### src/vcr_defs.svh
/*
 * Constants for the virtualization capability register bank: register
 * indices, field positions and fixed field values.
 * Assumes inclusion by bare name from the package and the design files.
 */
// Notes on behaviour
// - Low 31 bits revision, bit 31 zero
// - Bits 44:32 region size, 1..4096 bytes
// - Bit 48 address width, zero here
// - Bit 49 set only with dual-monitor support
// - Bits 53:50 memory type, 0 or 6
// - Bit 54 gates string I/O exit info
// - Bit 55 flexible defaults, true register exists
// - Reserved basic bits read zero
// - Bit 55 zero: default-one controls must be one
// - Index 481H low half: allowed 0-settings
// - Controls 1, 2, 4 read one there
// - High half: allowed 1-settings, checked
// - Index 48DH true register when bit 55
// - Device keeps reported memory type internally, write-back from reset to first enabled clock
// - Writes fault with error code zero
`ifndef VCR_DEFS_SVH
`define VCR_DEFS_SVH

// ****************************************
// Register indices
// ****************************************
`define VCR_IDX_BASIC 12'h480
`define VCR_IDX_PIN 12'h481
`define VCR_IDX_PIN_TRUE 12'h48d

// ****************************************
// Field positions and values
// ****************************************
`define VCR_SIZE_MAX 13'h1000
`define VCR_MEM_UNCACHEABLE 4'h0
`define VCR_MEM_WRITE_BACK 4'h6
`define VCR_DEFAULT_ONE_MASK 32'h0000_0016
`define VCR_GP_ERROR_CODE 16'h0000
`define VCR_BIT_FLEX 55

`endif

### src/vcr_pkg.sv
/*
 * Types for the virtualization capability register bank.
 * Assumes vcr_defs.svh is on the include path.
 */
`include "vcr_defs.svh"

package vcr_pkg;

    // ****************************************
    // Register access and answer carriers
    // ****************************************
    typedef struct packed {
        logic valid;
        logic write;
        logic [11:0] index;
    } vcr_req_t;

    typedef struct packed {
        logic valid;
        logic fault;
        logic [15:0] errorCode;
        logic [63:0] data;
    } vcr_rsp_t;

    // Register read sequencer states, Gray coded.
    typedef enum logic [1:0] {
        VCR_IDLE = 2'b00,
        VCR_ANSWER = 2'b01
    } vcr_state_t;

endpackage : vcr_pkg
### src/vcr_cap_regs.sv
/*
 * Read-only bank of virtualization capability registers with the pin
 * control entry check. Accessed by indexed register read and write.
 * Assumes requests from same-clock logic, one outstanding at a time.
 */
`timescale 1ns/1ps
`include "vcr_defs.svh"

module vcr_cap_regs
    import vcr_pkg::*;
#(
    parameter logic [30:0] REVISION_ID = 31'h0000_0001, // Arbitrary value.
    parameter logic [12:0] REGION_BYTES = 13'h1000,
    parameter logic DUAL_MONITOR = 1'b0,
    parameter logic STRING_IO_INFO = 1'b1,
    parameter logic FLEX_DEFAULTS = 1'b1,
    parameter logic [3:0] MEM_TYPE = `VCR_MEM_WRITE_BACK,
    parameter logic [31:0] PIN_ALLOW0 = 32'h0000_0016,
    parameter logic [31:0] PIN_ALLOW1 = 32'h0000_00ff,
    parameter logic [31:0] PIN_TRUE_ALLOW0 = 32'h0000_0000
)
(
    // Clock, reset, enable
    input wire logic clk,
    input wire logic reset_n,
    input wire logic clkEn,
    // Register access
    input wire vcr_req_t req,
    output vcr_rsp_t rsp,
    // Entry check
    input wire logic entryReq,
    input wire logic [31:0] pinControls,
    output logic entryDone,
    output logic entryFail,
    // Memory type the device uses for its own structure accesses
    output logic [3:0] structMemType
);

    // ****************************************
    // Register images
    // ****************************************

    // The size field is clamped and bit 44 is derived so it can never
    // disagree with the lower twelve bits.
    logic [12:0] sizeField;
    logic [3:0] memField;
    logic [63:0] basicWord;
    logic [63:0] pinWord;
    logic [63:0] pinTrueWord;
    logic [63:0] checkWord;
    logic [63:0] readData;
    logic hitBasic;
    logic hitPin;
    logic hitTrue;
    logic mapped;
    logic rawFail;

    assign sizeField = (REGION_BYTES == 13'h0 || REGION_BYTES > `VCR_SIZE_MAX) ?
                       `VCR_SIZE_MAX : REGION_BYTES;
    assign memField = (MEM_TYPE == `VCR_MEM_UNCACHEABLE) ?
                      `VCR_MEM_UNCACHEABLE : `VCR_MEM_WRITE_BACK;
    assign basicWord = {8'h00,
                        FLEX_DEFAULTS,
                        STRING_IO_INFO,
                        memField,
                        DUAL_MONITOR,
                        1'b0,
                        3'h0,
                        sizeField,
                        1'b0, REVISION_ID};
    // Default-one bits are forced so a careless parameter cannot clear them.
    assign pinWord = {PIN_ALLOW1, PIN_ALLOW0 | `VCR_DEFAULT_ONE_MASK};
    assign pinTrueWord = {PIN_ALLOW1, PIN_TRUE_ALLOW0};

    // Address decode; the true register exists only when bit 55 is one.
    assign hitBasic = req.index == `VCR_IDX_BASIC;
    assign hitPin = req.index == `VCR_IDX_PIN;
    assign hitTrue = (req.index == `VCR_IDX_PIN_TRUE) && FLEX_DEFAULTS;
    assign mapped = hitBasic | hitPin | hitTrue;
    assign readData = hitBasic ? basicWord :
                      hitPin ? pinWord :
                      hitTrue ? pinTrueWord : 64'h0;

    // Without bit 55 the plain register carries the default-one bits as
    // must-be-one, which is exactly the reserved-at-one behaviour.
    assign checkWord = basicWord[`VCR_BIT_FLEX] ? pinTrueWord : pinWord;

    vcr_entry_check #(
        .WIDTH(32)
    ) u_check (
        .controls(pinControls),
        .capWord(checkWord),
        .fail(rawFail)
    );

    // ****************************************
    // Register answer and entry result
    // ****************************************

    // Answers come one cycle after the request; writes and unmapped
    // indices fault with error code zero and change nothing.
    always_ff @(posedge clk or negedge reset_n)
    begin
        if (!reset_n)
        begin
            rsp <= '0;
        end
        else if (clkEn)
        begin
            rsp.valid <= req.valid;
            rsp.fault <= req.valid & (req.write | ~mapped);
            rsp.errorCode <= `VCR_GP_ERROR_CODE;
            rsp.data <= (req.valid & ~req.write & mapped) ? readData : 64'h0;
        end
    end

    // Entry result registered one cycle after the request.
    always_ff @(posedge clk or negedge reset_n)
    begin
        if (!reset_n)
        begin
            entryDone <= 1'b0;
            entryFail <= 1'b0;
        end
        else if (clkEn)
        begin
            entryDone <= entryReq;
            entryFail <= entryReq & rawFail;
        end
    end

    // The device's own structure accesses use the reported type from the first enabled clock after reset, which loads write-back.
    always_ff @(posedge clk or negedge reset_n)
    begin
        if (!reset_n)
        begin
            structMemType <= `VCR_MEM_WRITE_BACK;
        end
        else if (clkEn)
        begin
            structMemType <= memField;
        end
    end
endmodule : vcr_cap_regs

### src/vcr_entry_check.sv
/*
 * Entry check on the pin control vector against the allowed settings.
 * Assumes a capability word already chosen for the current bit 55 setting.
 */
`timescale 1ns/1ps
`include "vcr_defs.svh"

module vcr_entry_check
    import vcr_pkg::*;
#(
    parameter int WIDTH = 32
)
(
    // Control vector and capability word
    input wire logic [WIDTH-1:0] controls,
    input wire logic [2*WIDTH-1:0] capWord,
    // Result
    output logic fail
);

    logic [WIDTH-1:0] bitFail;

    // Each bit fails when it is zero but must be one, or one but may not be.
    genvar gi;
    generate
        for (gi = 0; gi < WIDTH; gi++)
        begin : g_bit
            assign bitFail[gi] = (capWord[gi] & ~controls[gi])
                               | (~capWord[WIDTH+gi] & controls[gi]);
        end
    endgenerate

    assign fail = |bitFail;

endmodule : vcr_entry_check

### config.mk
export PLATFORM = sky130hd
export DESIGN_NAME = vcr_cap_regs
export DESIGN_NICKNAME = d
export VERILOG_FILES = /design/src/vcr_pkg.sv /design/src/vcr_cap_regs.sv /design/src/vcr_entry_check.sv
export VERILOG_INCLUDE_DIRS = /design/src
export SDC_FILE = /design/constraint.sdc
export NUM_CORES = 1
export LEC_CHECK = 0
export BUFFER_PORTS_ARGS = -buffer_cell sky130_fd_sc_hd__buf_4
export CORE_ASPECT_RATIO = 0.8
export CORE_MARGIN = 5
export CORE_UTILIZATION = 31
export DETAILED_ROUTE_END_ITERATION = 7
export PLACE_DENSITY = 0.91
export SLEW_MARGIN = 20
export SYNTH_ARGS = -nofsm -noshare
export SYNTH_HDL_FRONTEND = slang
export SYNTH_SLANG_ARGS = --single-unit
### constraint.sdc
create_clock -name clk -period 1.1 [get_ports clk]
set_input_delay 0.055 -clock clk [delete_from_list [all_inputs] [get_ports clk]]
set_output_delay 0.055 -clock clk [all_outputs]
set_load 0.01 [all_outputs]
==> out/qor_table.md, run 1 <==
| Step | Parameter | Value |
| --- | --- | --- |
| outcome | Outcome | finished clean |
| synthesis | FF+latch count, synth | 7 |
| critical path | Crit path largest cell delay | 0.37 ns |
| power | Leakage power | 0.722 nW |
| synthesis | Synthesized netlist cell count | 123 |
| clocking | Clock Latency Late Sink | 0.22 ns |
| critical path | Slowest library cell on the worst path | sky130_fd_sc_hd__dfrtp_1 |
| synthesis | Fraction of post-synthesis cell area in the top cell type by area | 58.8% |
| synthesis | Share of the synthesized area in compound gates (AO/OA/AOI/OAI) | 5.80% |
| critical path | Reg-to-Reg Start | rsp[80]$_DFFE_PN0P_ |
| min path | Startpoint of the tightest hold check path | req[0] |
| layout | Antenna fix cells | 0 |
| synthesis | Count of different cell masters after synthesis | 28 |
| synthesis | Multiplexer share of the synthesized area | 2.06% |
| floorplanning | Boundary Pins | 138 |
| placed design | Area after DPL | 0.00121 sq mm |
| placed design | Placer congestion estimate | 0.716 |
| grt | All-Layer GR Usage | 8.24% |
| sta | Endpoints failing setup | 0 |
| routing | Post-detailed-route count of antenna-violating nets | 0 |
| grt | GR Layer Usage met3 | 1.79% |
| clocking | Number of gates resized after cts | 0 |
| synthesis | Proportion of synthesized chip area in sequential cells | 16.9% |
| clocking | Number of buffers created by CTS | 3 |
| critical path | Depth of the worst register-to-register path | 3 |
| critical path | Endpoint of the worst register-to-register path | rsp[80]$_DFFE_PN0P_ |
| critical path | Worst-case register-to-register setup slack | 0.12 ns |
| routing | Drt drc | 0 |
| critical path | Buffers plus inverters on the worst setup path | 0 |
| synthesis | Average footprint of a synthesized cell | 8.41 sq um |
| synthesis | Synth Flop Type | sky130_fd_sc_hd__dfrtp_1 |
| layout | Summed area of non-filler cells in the final layout | 0.00127 sq mm |
| clocking | Buffer type at the clock tree root | sky130_fd_sc_hd__clkbuf_8 |
| synthesis | Number of enable-type register cells in the synthesized netlist | 0 |
| routing | Final Routed Wirelength | 2330 um |
| floorplanning | Die Y-Extent | 61.7 um |
| critical path | Category of the critical setup timing path | register to register |
| grt | Remaining global-route overflow | 0 |
| grt | Met2 layer usage reported by global route | 15.9% |
| power | Worst VDD drop | 281 uV |
| routing | Wire length per cell | 10.8 um |
| min path | Worst Hold Class | primary input to register |
| sta | Accumulated negative setup slack | 0 ns |
| power | Cell-internal power | 669 uW |
| sta | Crit share post-route | 89.2% |
| grt | First-pass GRT wire length | 2860 um |
| floorplanning | Floorplan row count | 18 |
| routing | Via density | 3.41 |
| grt | Global routing's busiest layer | met2 |
| grt | Number of antenna violations at the first check in global routing | 0 |
| clocking | Clock tree from TritonCTS | built |
| min path | Count of cells along the worst hold path | 2 |
| critical path | Launching instance or port of the critical path | rsp[80]$_DFFE_PN0P_ |
| synthesis | Combinational family with the most area after synthesis | buffers and inverters |
| sta | RSZ-0062 raised after global routing | no |
| synthesis | Biggest area consumer among synthesized cells | sky130_fd_sc_hd__buf_4 |
| sta | Number of endpoints with negative hold slack in the final report | 0 |
| critical path | Worst-path fanout max | 2 |
| grt | Via count of the first global-routing pass | 659 |
| routing | 1st-pass router iterations | 5 |
| grt | Maximum number of pins on one net before global-route repair | 11 |
| critical path | Endpoint class of the critical path | register |
| power | Part of the total power dissipated in sequential elements | 29.4% |
| run | Count of maximum capacitance violations | 0 |
| synthesis | Yosys warns | 0 |
| layout | Final net count | 228 |
| min path | Worst hold endpoint | rsp[54]$_DFFE_PN0P_ |
| clocking | Clock sinks | 7 |
| layout | Layout area overhead | 22.4% |
| critical path | Endpoint required time on the critical path | 1.21 ns |
| synthesis | Synthesized-area fraction occupied by xor and xnor cells | 0.846% |
| synthesis | Adder and majority gate portion of the synthesized area | 0% |
| critical path | Cell family contributing the most delay on the critical path | flip-flops |
| power | Sw Pwr | 290 uW |
| sta | Final slew viol count | 0 |
| routing | Total number of vias | 739 |
| placed design | Input/output buffers | 62 |
| synthesis | Synth top area cells | sky130_fd_sc_hd__buf_4, sky130_fd_sc_hd__dfrtp_1, sky130_fd_sc_hd__nor4b_2 |
| sta | Worst-case clock skew | 0 ns |
| clocking | Maximum clock insertion buffer count | 2 |
| synthesis | Simple-Gate Fraction of Synth Area | 13.3% |
| critical path | Worst Setup Start Kind | register |
| layout | Layout cells sized above 1 | 41.2% |
| power | Sw frac | 30.2% |
| critical path | Cell-by-cell listing of the critical path | nor2b_1 > a41o_1 > a31o_1 |
| floorplanning | Placeable core region | 0.00315 sq mm |
| sta | Timing-limited maximum frequency | 1020 MHz |
| floorplanning | Die area | 0.00460 sq mm |
| routing | Iter 0 DRT Violations | 36 |
| floorplanning | Starting density of the core | 32.8% |
| synthesis | Cell Area, Synth | 0.00103 sq mm |
| grt | Met1 Track Usage GR | 8.28% |
| critical path | Arrival @ worst endpoint | 1.09 ns |
| clocking | H-tree lvl count | 1 |
| synthesis | Fraction of registers with async set/reset | 100% |
| placed design | Final HPWL from detailed placement | 2140 um |
| clocking | Clock transition at path regs | 0.04 ns |
| sta | Clock period minus final worst setup slack | 0.981 ns |
| power | Combinational fraction of design power | 33.8% |
| power | Clock network power share | 36.9% |
| power | Power density cells | 758 mW/mm^2 |
| floorplanning | Chip Width | 74.6 um |
worst max path at each step:
stage | to | slack (ns) | depth (start not counted)
after detailed placement | rsp[4]$_DFFE_PN0P_ | 0.006 | 4
after CTS | rsp[80]$_DFFE_PN0P_ | 0.11 | 3
final | rsp[80]$_DFFE_PN0P_ | 0.12 | 3
after floorplan | rsp[80]$_DFFE_PN0P_ | 0.10 | 3
after global routing | rsp[80]$_DFFE_PN0P_ | 0.09 | 3
after global placement | rsp[4]$_DFFE_PN0P_ | 0.02 | 4
cells by family (layout without fill, tap and decap cells):
logic type             after synthesis  after routing
AO/OA/AOI/OAI                        7              7
AND/OR/NAND/NOR                     19             19
multiplexers                         2              2
other                                2             67
flip-flops                           7              7
XOR/XNOR                             1              1
buffers and inverters               85             74
registers in the layout (all words and copies together) (netlist names):
register   count
entryDone      1
rsp            5
entryFail      1
power by group through the flow:
stage | Sequential (mW) | Clock, mW | Combinational, mW
after CTS | 0.282 | 0.363 | 0.317
after detailed placement | 0.285 | 0 | 0.314
after floorplan | 0.291 | 0 | 0.320
after global placement | 0.284 | 0 | 0.311
final | 0.282 | 0.354 | 0.324
after global routing | 0.283 | 0.380 | 0.356
cell type report:
class | instances | area, sq um
multi-input cells | 96 | 479
fillers | 333 | 1890
inverters | 3 | 11.3
well taps | 40 | 50.0
clock buffers | 4 | 45.0
repair buffers | 67 | 505
flip-flops and latches | 7 | 175
cell usage in the layout, fill, tap and decap left out, types with 2 or more instances in the layout:
cell type	count
sky130_fd_sc_hd__buf_4	66
sky130_fd_sc_hd__clkbuf_8	3
sky130_fd_sc_hd__conb_1	67
sky130_fd_sc_hd__dfrtp_1	7
sky130_fd_sc_hd__inv_1	3
sky130_fd_sc_hd__nand3_1	2
sky130_fd_sc_hd__nor2_1	2
sky130_fd_sc_hd__nor4_1	4
sky130_fd_sc_hd__nor4b_2	2
synthesized netlist by cell type (2+ instances only):
library cell	number
sky130_fd_sc_hd__nor2_1	2
sky130_fd_sc_hd__nor4b_2	2
sky130_fd_sc_hd__buf_4	81
sky130_fd_sc_hd__dfrtp_1	7
sky130_fd_sc_hd__nor4_1	4
sky130_fd_sc_hd__nand3_1	2
sky130_fd_sc_hd__conb_1	2
sky130_fd_sc_hd__inv_1	3
worst reg2reg max path, stage by stage (launching register included):
cell,delay [ns]
sky130_fd_sc_hd__dfrtp_1,0.37
sky130_fd_sc_hd__nor2b_1,0.13
sky130_fd_sc_hd__a41o_1,0.19
sky130_fd_sc_hd__a31o_1,0.17
metrics by stage:
stage / hold WS [ns] / worst slack, ns / cells / power, mW / util (%)
floorplan: -0.241 / 0.101 / 188 / 0.612 / -
global placement: -0.126 / 0.0203 / 212 / 0.595 / 38.4
detailed placement: -0.126 / 0.00557 / 212 / 0.599 / 38.4
CTS: 0.0451 / 0.112 / 217 / 0.962 / 40.2
global route: 0.0653 / 0.0859 / 217 / 1.02 / 40.2
finish: 0.0487 / 0.119 / 217 / 0.959 / 40.2
routing by layer:
layer,wire length (um),vias up,share of wire [%]
met5,0,-,0
met4,0,0,0
met3,282,0,12
met2,1380,47,59
met1,671,329,29
li1,-,363,-
what timing repair did:
action / in CTS / in global routing
setup buffers: 0 / 0
hold buffers: 1 / 0
setup endpoints to repair: 0 / 0
endpoints found under the hold margin: 7 / 0
No activity file was read; power rests on OpenSTA's default activity.
==> run 2: changes to the inputs <==
--- a/config.mk
+++ b/config.mk
@@ -7,7 +7,7 @@
 export NUM_CORES = 1
 export LEC_CHECK = 0
 export BUFFER_PORTS_ARGS = -buffer_cell sky130_fd_sc_hd__buf_4
-export CORE_ASPECT_RATIO = 0.8
+export CORE_ASPECT_RATIO = 1.1
 export CORE_MARGIN = 5
 export CORE_UTILIZATION = 31
 export DETAILED_ROUTE_END_ITERATION = 7
==> constraint.sdc (replaced) <==
create_clock -name clk -period 1.1 [get_ports clk]
set_input_delay 0.055 -clock clk [delete_from_list [all_inputs] [get_ports clk]]
set_output_delay 0.055 -clock clk [all_outputs]
set_load 0.1 [all_outputs]
==> out/qor_table.md, run 2 (synthesis gave the netlist of run 1 again) <==
| Step | Parameter | Value |
| --- | --- | --- |
| routing | 1st-pass router iterations | 2 |
| floorplanning | Die Y-Extent | 70.6 um |
| power | Sw Pwr | 1.28 mW |
| power | Leakage power | 0.718 nW |
| critical path | Category of the critical setup timing path | primary input to register |
| min path | Worst Hold Class | primary input to register |
| clocking | Clock transition at path regs | 0.06 ns |
| critical path | Cell-by-cell listing of the critical path | dlygate4sd3_1 > buf_4 > or4b_4 > o22ai_2 |
| placed design | Worst slack, placed | -0.0547 ns |
| layout | Biggest registers after layout | rsp: 5 flops, entryDone: 1 flops, entryFail: 1 flops |
| sta | Worst-case clock skew | 0 ns |
| layout | Most flop-heavy register | rsp |
| routing | Final Routed Wirelength | 2300 um |
| grt | Number of antenna violations at the first check in global routing | 0 |
| grt | Maximum number of pins on one net before global-route repair | 10 |
| sta | Endpoints failing setup | 0 |
| run | Count of maximum capacitance violations | 0 |
| routing | Wire length per cell | 10.8 um |
| sta | Number of endpoints with negative hold slack in the final report | 0 |
| critical path | Slowest library cell on the worst path | sky130_fd_sc_hd__dlygate4sd3_1 |
| min path | Count of cells along the worst hold path | 2 |
| power | Cell-internal power | 564 uW |
| clocking | Number of buffers created by CTS | 3 |
| power | Part of the total power dissipated in sequential elements | 15.4% |
| placed design | Area after DPL | 0.00122 sq mm |
| routing | Drt drc | 0 |
| critical path | Crit path largest cell delay | 0.54 ns |
| layout | Layout area overhead | 23.7% |
| critical path | Endpoint of the worst register-to-register path | rsp[80]$_DFFE_PN0P_ |
| routing | Iter 0 DRT Violations | 6 |
| power | Sum of internal, switching and leakage power | 1.84 mW |
| layout | Highest-count cells in the layout ignoring fill and taps | sky130_fd_sc_hd__conb_1, sky130_fd_sc_hd__buf_4, sky130_fd_sc_hd__nor4_1, sky130_fd_sc_hd__dfrtp_4 |
| clocking | Clock tree from TritonCTS | built |
| critical path | Worst-path fanout max | 4 |
| floorplanning | Placeable core region | 0.00328 sq mm |
| layout | Most common cell after layout, fill and taps aside | sky130_fd_sc_hd__conb_1 |
| floorplanning | Die area | 0.00459 sq mm |
| layout | Cell Count, Final, Fillers Out | 214 |
| min path | Worst hold endpoint | entryDone$_DFFE_PN0P_ |
| sta | Accumulated negative setup slack | 0 ns |
| critical path | Reg-to-Reg Start | rsp[80]$_DFFE_PN0P_ |
| layout | Layout cells sized above 1 | 46.1% |
| critical path | Worst-case register-to-register setup slack | 0.01 ns |
| sta | Clock period minus final worst setup slack | 1.09 ns |
| critical path | Arrival @ worst endpoint | 1.26 ns |
| floorplanning | Boundary Pins | 138 |
| power | Power density cells | 1440 mW/mm^2 |
| layout | Final net count | 229 |
| outcome | Outcome | finished clean |
| layout | Flip-flop count of the largest register after layout | 5 |
| sta | Final slew viol count | 0 |
| grt | All-Layer GR Usage | 8.49% |
| sta | Final setup margin | 0.0149 ns |
| placed design | Post-Place Cells | 208 |
| critical path | Endpoint required time on the critical path | 1.27 ns |
| layout | Final Util | 39.1% |
| critical path | Depth of the worst register-to-register path | 3 |
| clocking | Buffers inserted by post-CTS timing repair | 0 |
| critical path | Endpoint class of the critical path | register |
| layout | Summed area of non-filler cells in the final layout | 0.00128 sq mm |
| floorplanning | Chip Width | 65.1 um |
| routing | Total number of vias | 784 |
| power | Worst VDD drop | 614 uV |
| power | Sw frac | 69.4% |
| routing | Via density | 3.66 |
| clocking | Buffer type at the clock tree root | sky130_fd_sc_hd__clkbuf_4 |
| sta | Crit share post-route | 98.6% |
| grt | Remaining global-route overflow | 0 |
| clocking | Clock Latency Late Sink | 0.25 ns |
| floorplanning | Starting density of the core | 31.6% |
| min path | Startpoint of the tightest hold check path | entryReq |
| layout | Antenna fix cells | 0 |
| sta | RSZ-0062 raised after global routing | yes |
| power | Combinational fraction of design power | 72.1% |
| clocking | H-tree lvl count | 1 |
| power | Clock network power share | 12.5% |
| placed design | Placer congestion estimate | 0.695 |
| critical path | Worst Setup Start Kind | primary input |
| floorplanning | Floorplan row count | 22 |
| sta | Worst hold slack | 0.0357 ns |
| sta | Timing-limited maximum frequency | 922 MHz |
| placed design | Input/output buffers | 62 |
| clocking | Clock sinks | 7 |
| grt | Via count of the first global-routing pass | 718 |
| grt | First-pass GRT wire length | 3000 um |
| routing | Post-detailed-route count of antenna-violating nets | 0 |
| placed design | Final HPWL from detailed placement | 2120 um |
| clocking | Maximum clock insertion buffer count | 2 |
[run 2: cell count changes in the layout (fill, tap and decap cells not counted), sizes merged]
cell	delta
clkbuf	-1
clkinv	+1
dlygate4sd3	+1
[run 2: worst max path at each step]
| stage | start | endpoint | slack, ns |
|---|---|---|---|
| 2_1_floorplan | rsp[80]$_DFFE_PN0P_ | rsp[80]$_DFFE_PN0P_ | -0.16 |
| 3_3_place_gp | req[9] | rsp[54]$_DFFE_PN0P_ | -0.03 |
| 3_5_place_dp | req[9] | rsp[54]$_DFFE_PN0P_ | -0.05 |
| 4_1_cts | rsp[80]$_DFFE_PN0P_ | rsp[80]$_DFFE_PN0P_ | 0.02 |
| 5_1_grt | rsp[39]$_DFFE_PN0P_ | rsp[35] | -0.009 |
| 6_report | req[0] | rsp[4]$_DFFE_PN0P_ | 0.01 |
[run 2: cell type report]
cell class / count / area, sq um
multi-input combinational: 96 / 487
clock inverter: 1 / 5.00
fill: 342 / 2000
timing repair buffer: 68 / 515
clock buffer: 3 / 22.5
tap: 36 / 45.0
sequential: 7 / 194
inverter: 3 / 11.3
[run 2: worst max-delay path, delay by kind of cell]
| kind | cells | cell delay [ns] |
|---|---|---|
| buf+inv | 2 | 0.66 |
| simple gates | 1 | 0.45 |
| compound gates | 1 | 0.09 |
[run 2: per-layer routing]
metal	track usage, %	up-vias	wire, um	part of all wire [%]
met5	0	-	0	0
met4	4.84	0	17	0.74
met3	3.97	2	423	18
met2	15.9	76	1200	52
met1	7.17	340	658	29
li1	-	366	-	-
[run 2: timing repair]
item | in CTS | in global routing
endpoints found under the hold margin | 8 | 0
hold buffers | 2 | 0
gates resized for setup | 0 | 2
setup endpoints to repair | 0 | 15
[run 2: power by group through the flow]
stage / sequential (mW) / clock [mW] / combinational [mW]
2_1_floorplan: 0.399 / 0 / 1.22
3_3_place_gp: 0.289 / 0 / 1.31
3_5_place_dp: 0.289 / 0 / 1.31
4_1_cts: 0.284 / 0.243 / 1.32
5_1_grt: 0.287 / 0.264 / 1.36
6_report: 0.285 / 0.230 / 1.33
==> run 3: changes to the inputs <==
==> constraint.sdc (replaced) <==
create_clock -name clk -period 1 [get_ports clk]
set_input_delay 0.05 -clock clk [delete_from_list [all_inputs] [get_ports clk]]
set_output_delay 0.05 -clock clk [all_outputs]
set_load 0.1 [all_outputs]
==> out/qor_table.md, run 3 (synthesis gave the netlist of run 1 again) <==
| Step | Parameter | Value |
| --- | --- | --- |
| power | Part of the total power dissipated in sequential elements | 15.5% |
| sta | Worst-case clock skew | 0 ns |
| layout | Most common cell after layout, fill and taps aside | sky130_fd_sc_hd__conb_1 |
| sta | Clock period minus final worst setup slack | 1.08 ns |
| critical path | Worst Setup Start Kind | register |
| floorplanning | Die Y-Extent | 70.6 um |
| floorplanning | Floorplan row count | 22 |
| critical path | Reg-to-Reg Start | rsp[80]$_DFFE_PN0P_ |
| power | Power density cells | 1450 mW/mm^2 |
| floorplanning | Placeable core region | 0.00328 sq mm |
| critical path | Worst-path fanout max | 9 |
| placed design | Input/output buffers | 62 |
| grt | Number of antenna violations at the first check in global routing | 0 |
| routing | Total number of vias | 798 |
| clocking | Maximum clock insertion buffer count | 2 |
| sta | Number of endpoints with negative hold slack in the final report | 0 |
| grt | Maximum number of pins on one net before global-route repair | 10 |
| layout | Cell Count, Final, Fillers Out | 215 |
| power | Cell-internal power | 637 uW |
| grt | Via count of the first global-routing pass | 770 |
| power | Worst VDD drop | 765 uV |
| critical path | Endpoint required time on the critical path | 0.95 ns |
| critical path | Crit path largest cell delay | 0.47 ns |
| layout | Filler cells | 298 |
| routing | Via density | 3.71 |
| clocking | Buffers inserted by post-CTS timing repair | 0 |
| clocking | H-tree lvl count | 1 |
| critical path | Cell family contributing the most delay on the critical path | flip-flops |
| layout | Flip-flop count of the largest register after layout | 5 |
| layout | Layout cells sized above 1 | 45.8% |
| outcome | Violated checks | setup timing |
| clocking | Clock transition at path regs | 0.06 ns |
| min path | Worst Hold Class | primary input to register |
| routing | Final Routed Wirelength | 2690 um |
| critical path | Endpoint class of the critical path | primary output |
| min path | Worst hold endpoint | entryDone$_DFFE_PN0P_ |
| routing | 1st-pass router iterations | 4 |
| layout | Highest-count cells in the layout ignoring fill and taps | sky130_fd_sc_hd__conb_1, sky130_fd_sc_hd__buf_4, sky130_fd_sc_hd__buf_12 |
| run | Count of maximum capacitance violations | 0 |
| sta | Endpoints failing setup | 19 |
| clocking | Clock tree from TritonCTS | built |
| power | Sum of internal, switching and leakage power | 2.05 mW |
| floorplanning | Starting density of the core | 31.6% |
| critical path | CP Depth | 1 |
| floorplanning | Die area | 0.00459 sq mm |
| critical path | Cell-by-cell listing of the critical path | buf_4 |
| power | Sw frac | 68.9% |
| min path | Startpoint of the tightest hold check path | entryReq |
| sta | Timing-limited maximum frequency | 922 MHz |
| outcome | Outcome | complete, but fails checks |
| power | Sw Pwr | 1.41 mW |
| routing | Post-detailed-route count of antenna-violating nets | 0 |
| clocking | Clock sinks | 7 |
| critical path | Arrival @ worst endpoint | 1.03 ns |
| critical path | Endpoint of the worst register-to-register path | rsp[80]$_DFFE_PN0P_ |
| placed design | Post-Place Cells | 209 |
| routing | Drt drc | 0 |
| power | Leakage power | 0.747 nW |
| grt | First-pass GRT wire length | 3470 um |
| routing | Iter 0 DRT Violations | 39 |
| sta | Crit share post-route | 108% |
| clocking | Buffer type at the clock tree root | sky130_fd_sc_hd__clkbuf_4 |
| floorplanning | Chip Width | 65.1 um |
| critical path | Depth of the worst register-to-register path | 3 |
| routing | Wire length per cell | 12.5 um |
| floorplanning | Boundary Pins | 138 |
| clocking | Number of buffers created by CTS | 3 |
| critical path | Category of the critical setup timing path | register to primary output |
| min path | Count of cells along the worst hold path | 2 |
| critical path | Worst-case register-to-register setup slack | -0.07 ns |
| power | Clock network power share | 12.8% |
| sta | RSZ-0062 raised after global routing | yes |
| sta | Final setup margin | -0.0844 ns |
| layout | Final net count | 230 |
| critical path | Buffers plus inverters on the worst setup path | 1 |
| power | Combinational fraction of design power | 71.7% |
| layout | Layout area overhead | 36.6% |
| layout | Biggest registers after layout | rsp: 5 flops, entryDone: 1 flops, entryFail: 1 flops |
| placed design | Placer congestion estimate | 0.799 |
| layout | Most flop-heavy register | rsp |
| clocking | Clock Latency Late Sink | 0.25 ns |
| placed design | Final HPWL from detailed placement | 2150 um |
| grt | All-Layer GR Usage | 9.63% |
| layout | Antenna fix cells | 0 |
| sta | Final slew viol count | 0 |
| critical path | Slowest library cell on the worst path | sky130_fd_sc_hd__dfrtp_4 |
| grt | Remaining global-route overflow | 0 |
[run 3: repair_timing]
action / CTS / global route
gates resized for setup: 17 / 14
hold buffers: 2 / 0
hold endpoints to repair: 8 / 0
endpoints found under the setup margin: 21 / 19
[run 3: layout make-up]
type | count | area (sq um) | area share [%]
repair buffers | 69 | 646 | 45.7
inverters | 3 | 11.3 | 0.796
multi-input cells | 96 | 487 | 34.4
flip-flops and latches | 7 | 199 | 14.1
well taps | 36 | 45.0 | 3.19
clock buffers | 4 | 26.3 | 1.86
[run 3: how the worst max path moves through the flow]
stage / start / end / slack, ns
detailed placement: req[5] / rsp[80]$_DFFE_PN0P_ / -0.09
finish: rsp[39]$_DFFE_PN0P_ / rsp[38] / -0.08
floorplan: rsp[80]$_DFFE_PN0P_ / rsp[80]$_DFFE_PN0P_ / -0.26
CTS: rsp[80]$_DFFE_PN0P_ / rsp[80]$_DFFE_PN0P_ / -0.09
global route: rsp[39]$_DFFE_PN0P_ / rsp[33] / -0.12
global placement: req[3] / rsp[4]$_DFFE_PN0P_ / -0.07
[run 3: stage by stage]
| step | setup WS [ns] | util (%) | hold WS [ns] | setup TNS (ns) | area, sq um |
|---|---|---|---|---|---|
| 2_1_floorplan | -0.255 | - | -0.246 | -0.363 | 1350 |
| 3_5_place_dp | -0.0950 | 37.8 | -0.130 | -0.232 | 1240 |
| 6_report | -0.0844 | 43.2 | 0.0296 | -1.23 | 1410 |
| 4_1_cts | -0.0944 | 41.3 | 0.0242 | -1.23 | 1350 |
| 3_3_place_gp | -0.0689 | 37.8 | -0.133 | -0.161 | 1240 |
| 5_1_grt | -0.117 | 43.2 | 0.0481 | -1.76 | 1410 |
[run 3: power groups by stage]
stage / logic, mW / registers, mW / clock network [mW]
3_3_place_gp: 1.44 / 0.322 / 0
3_5_place_dp: 1.44 / 0.323 / 0
4_1_cts: 1.46 / 0.319 / 0.270
2_1_floorplan: 1.34 / 0.444 / 0
6_report: 1.47 / 0.319 / 0.262
5_1_grt: 1.51 / 0.321 / 0.285
[run 3: routing by layer]
metal  GRT usage, %  vias to the layer above  part of all wire (%)
li1               -                      369                     -
met1           9.59                      354                    31
met2           17.6                       73                    55
met3           2.86                        2                    14
met4           5.30                        0                  0.67
met5              0                        -                     0
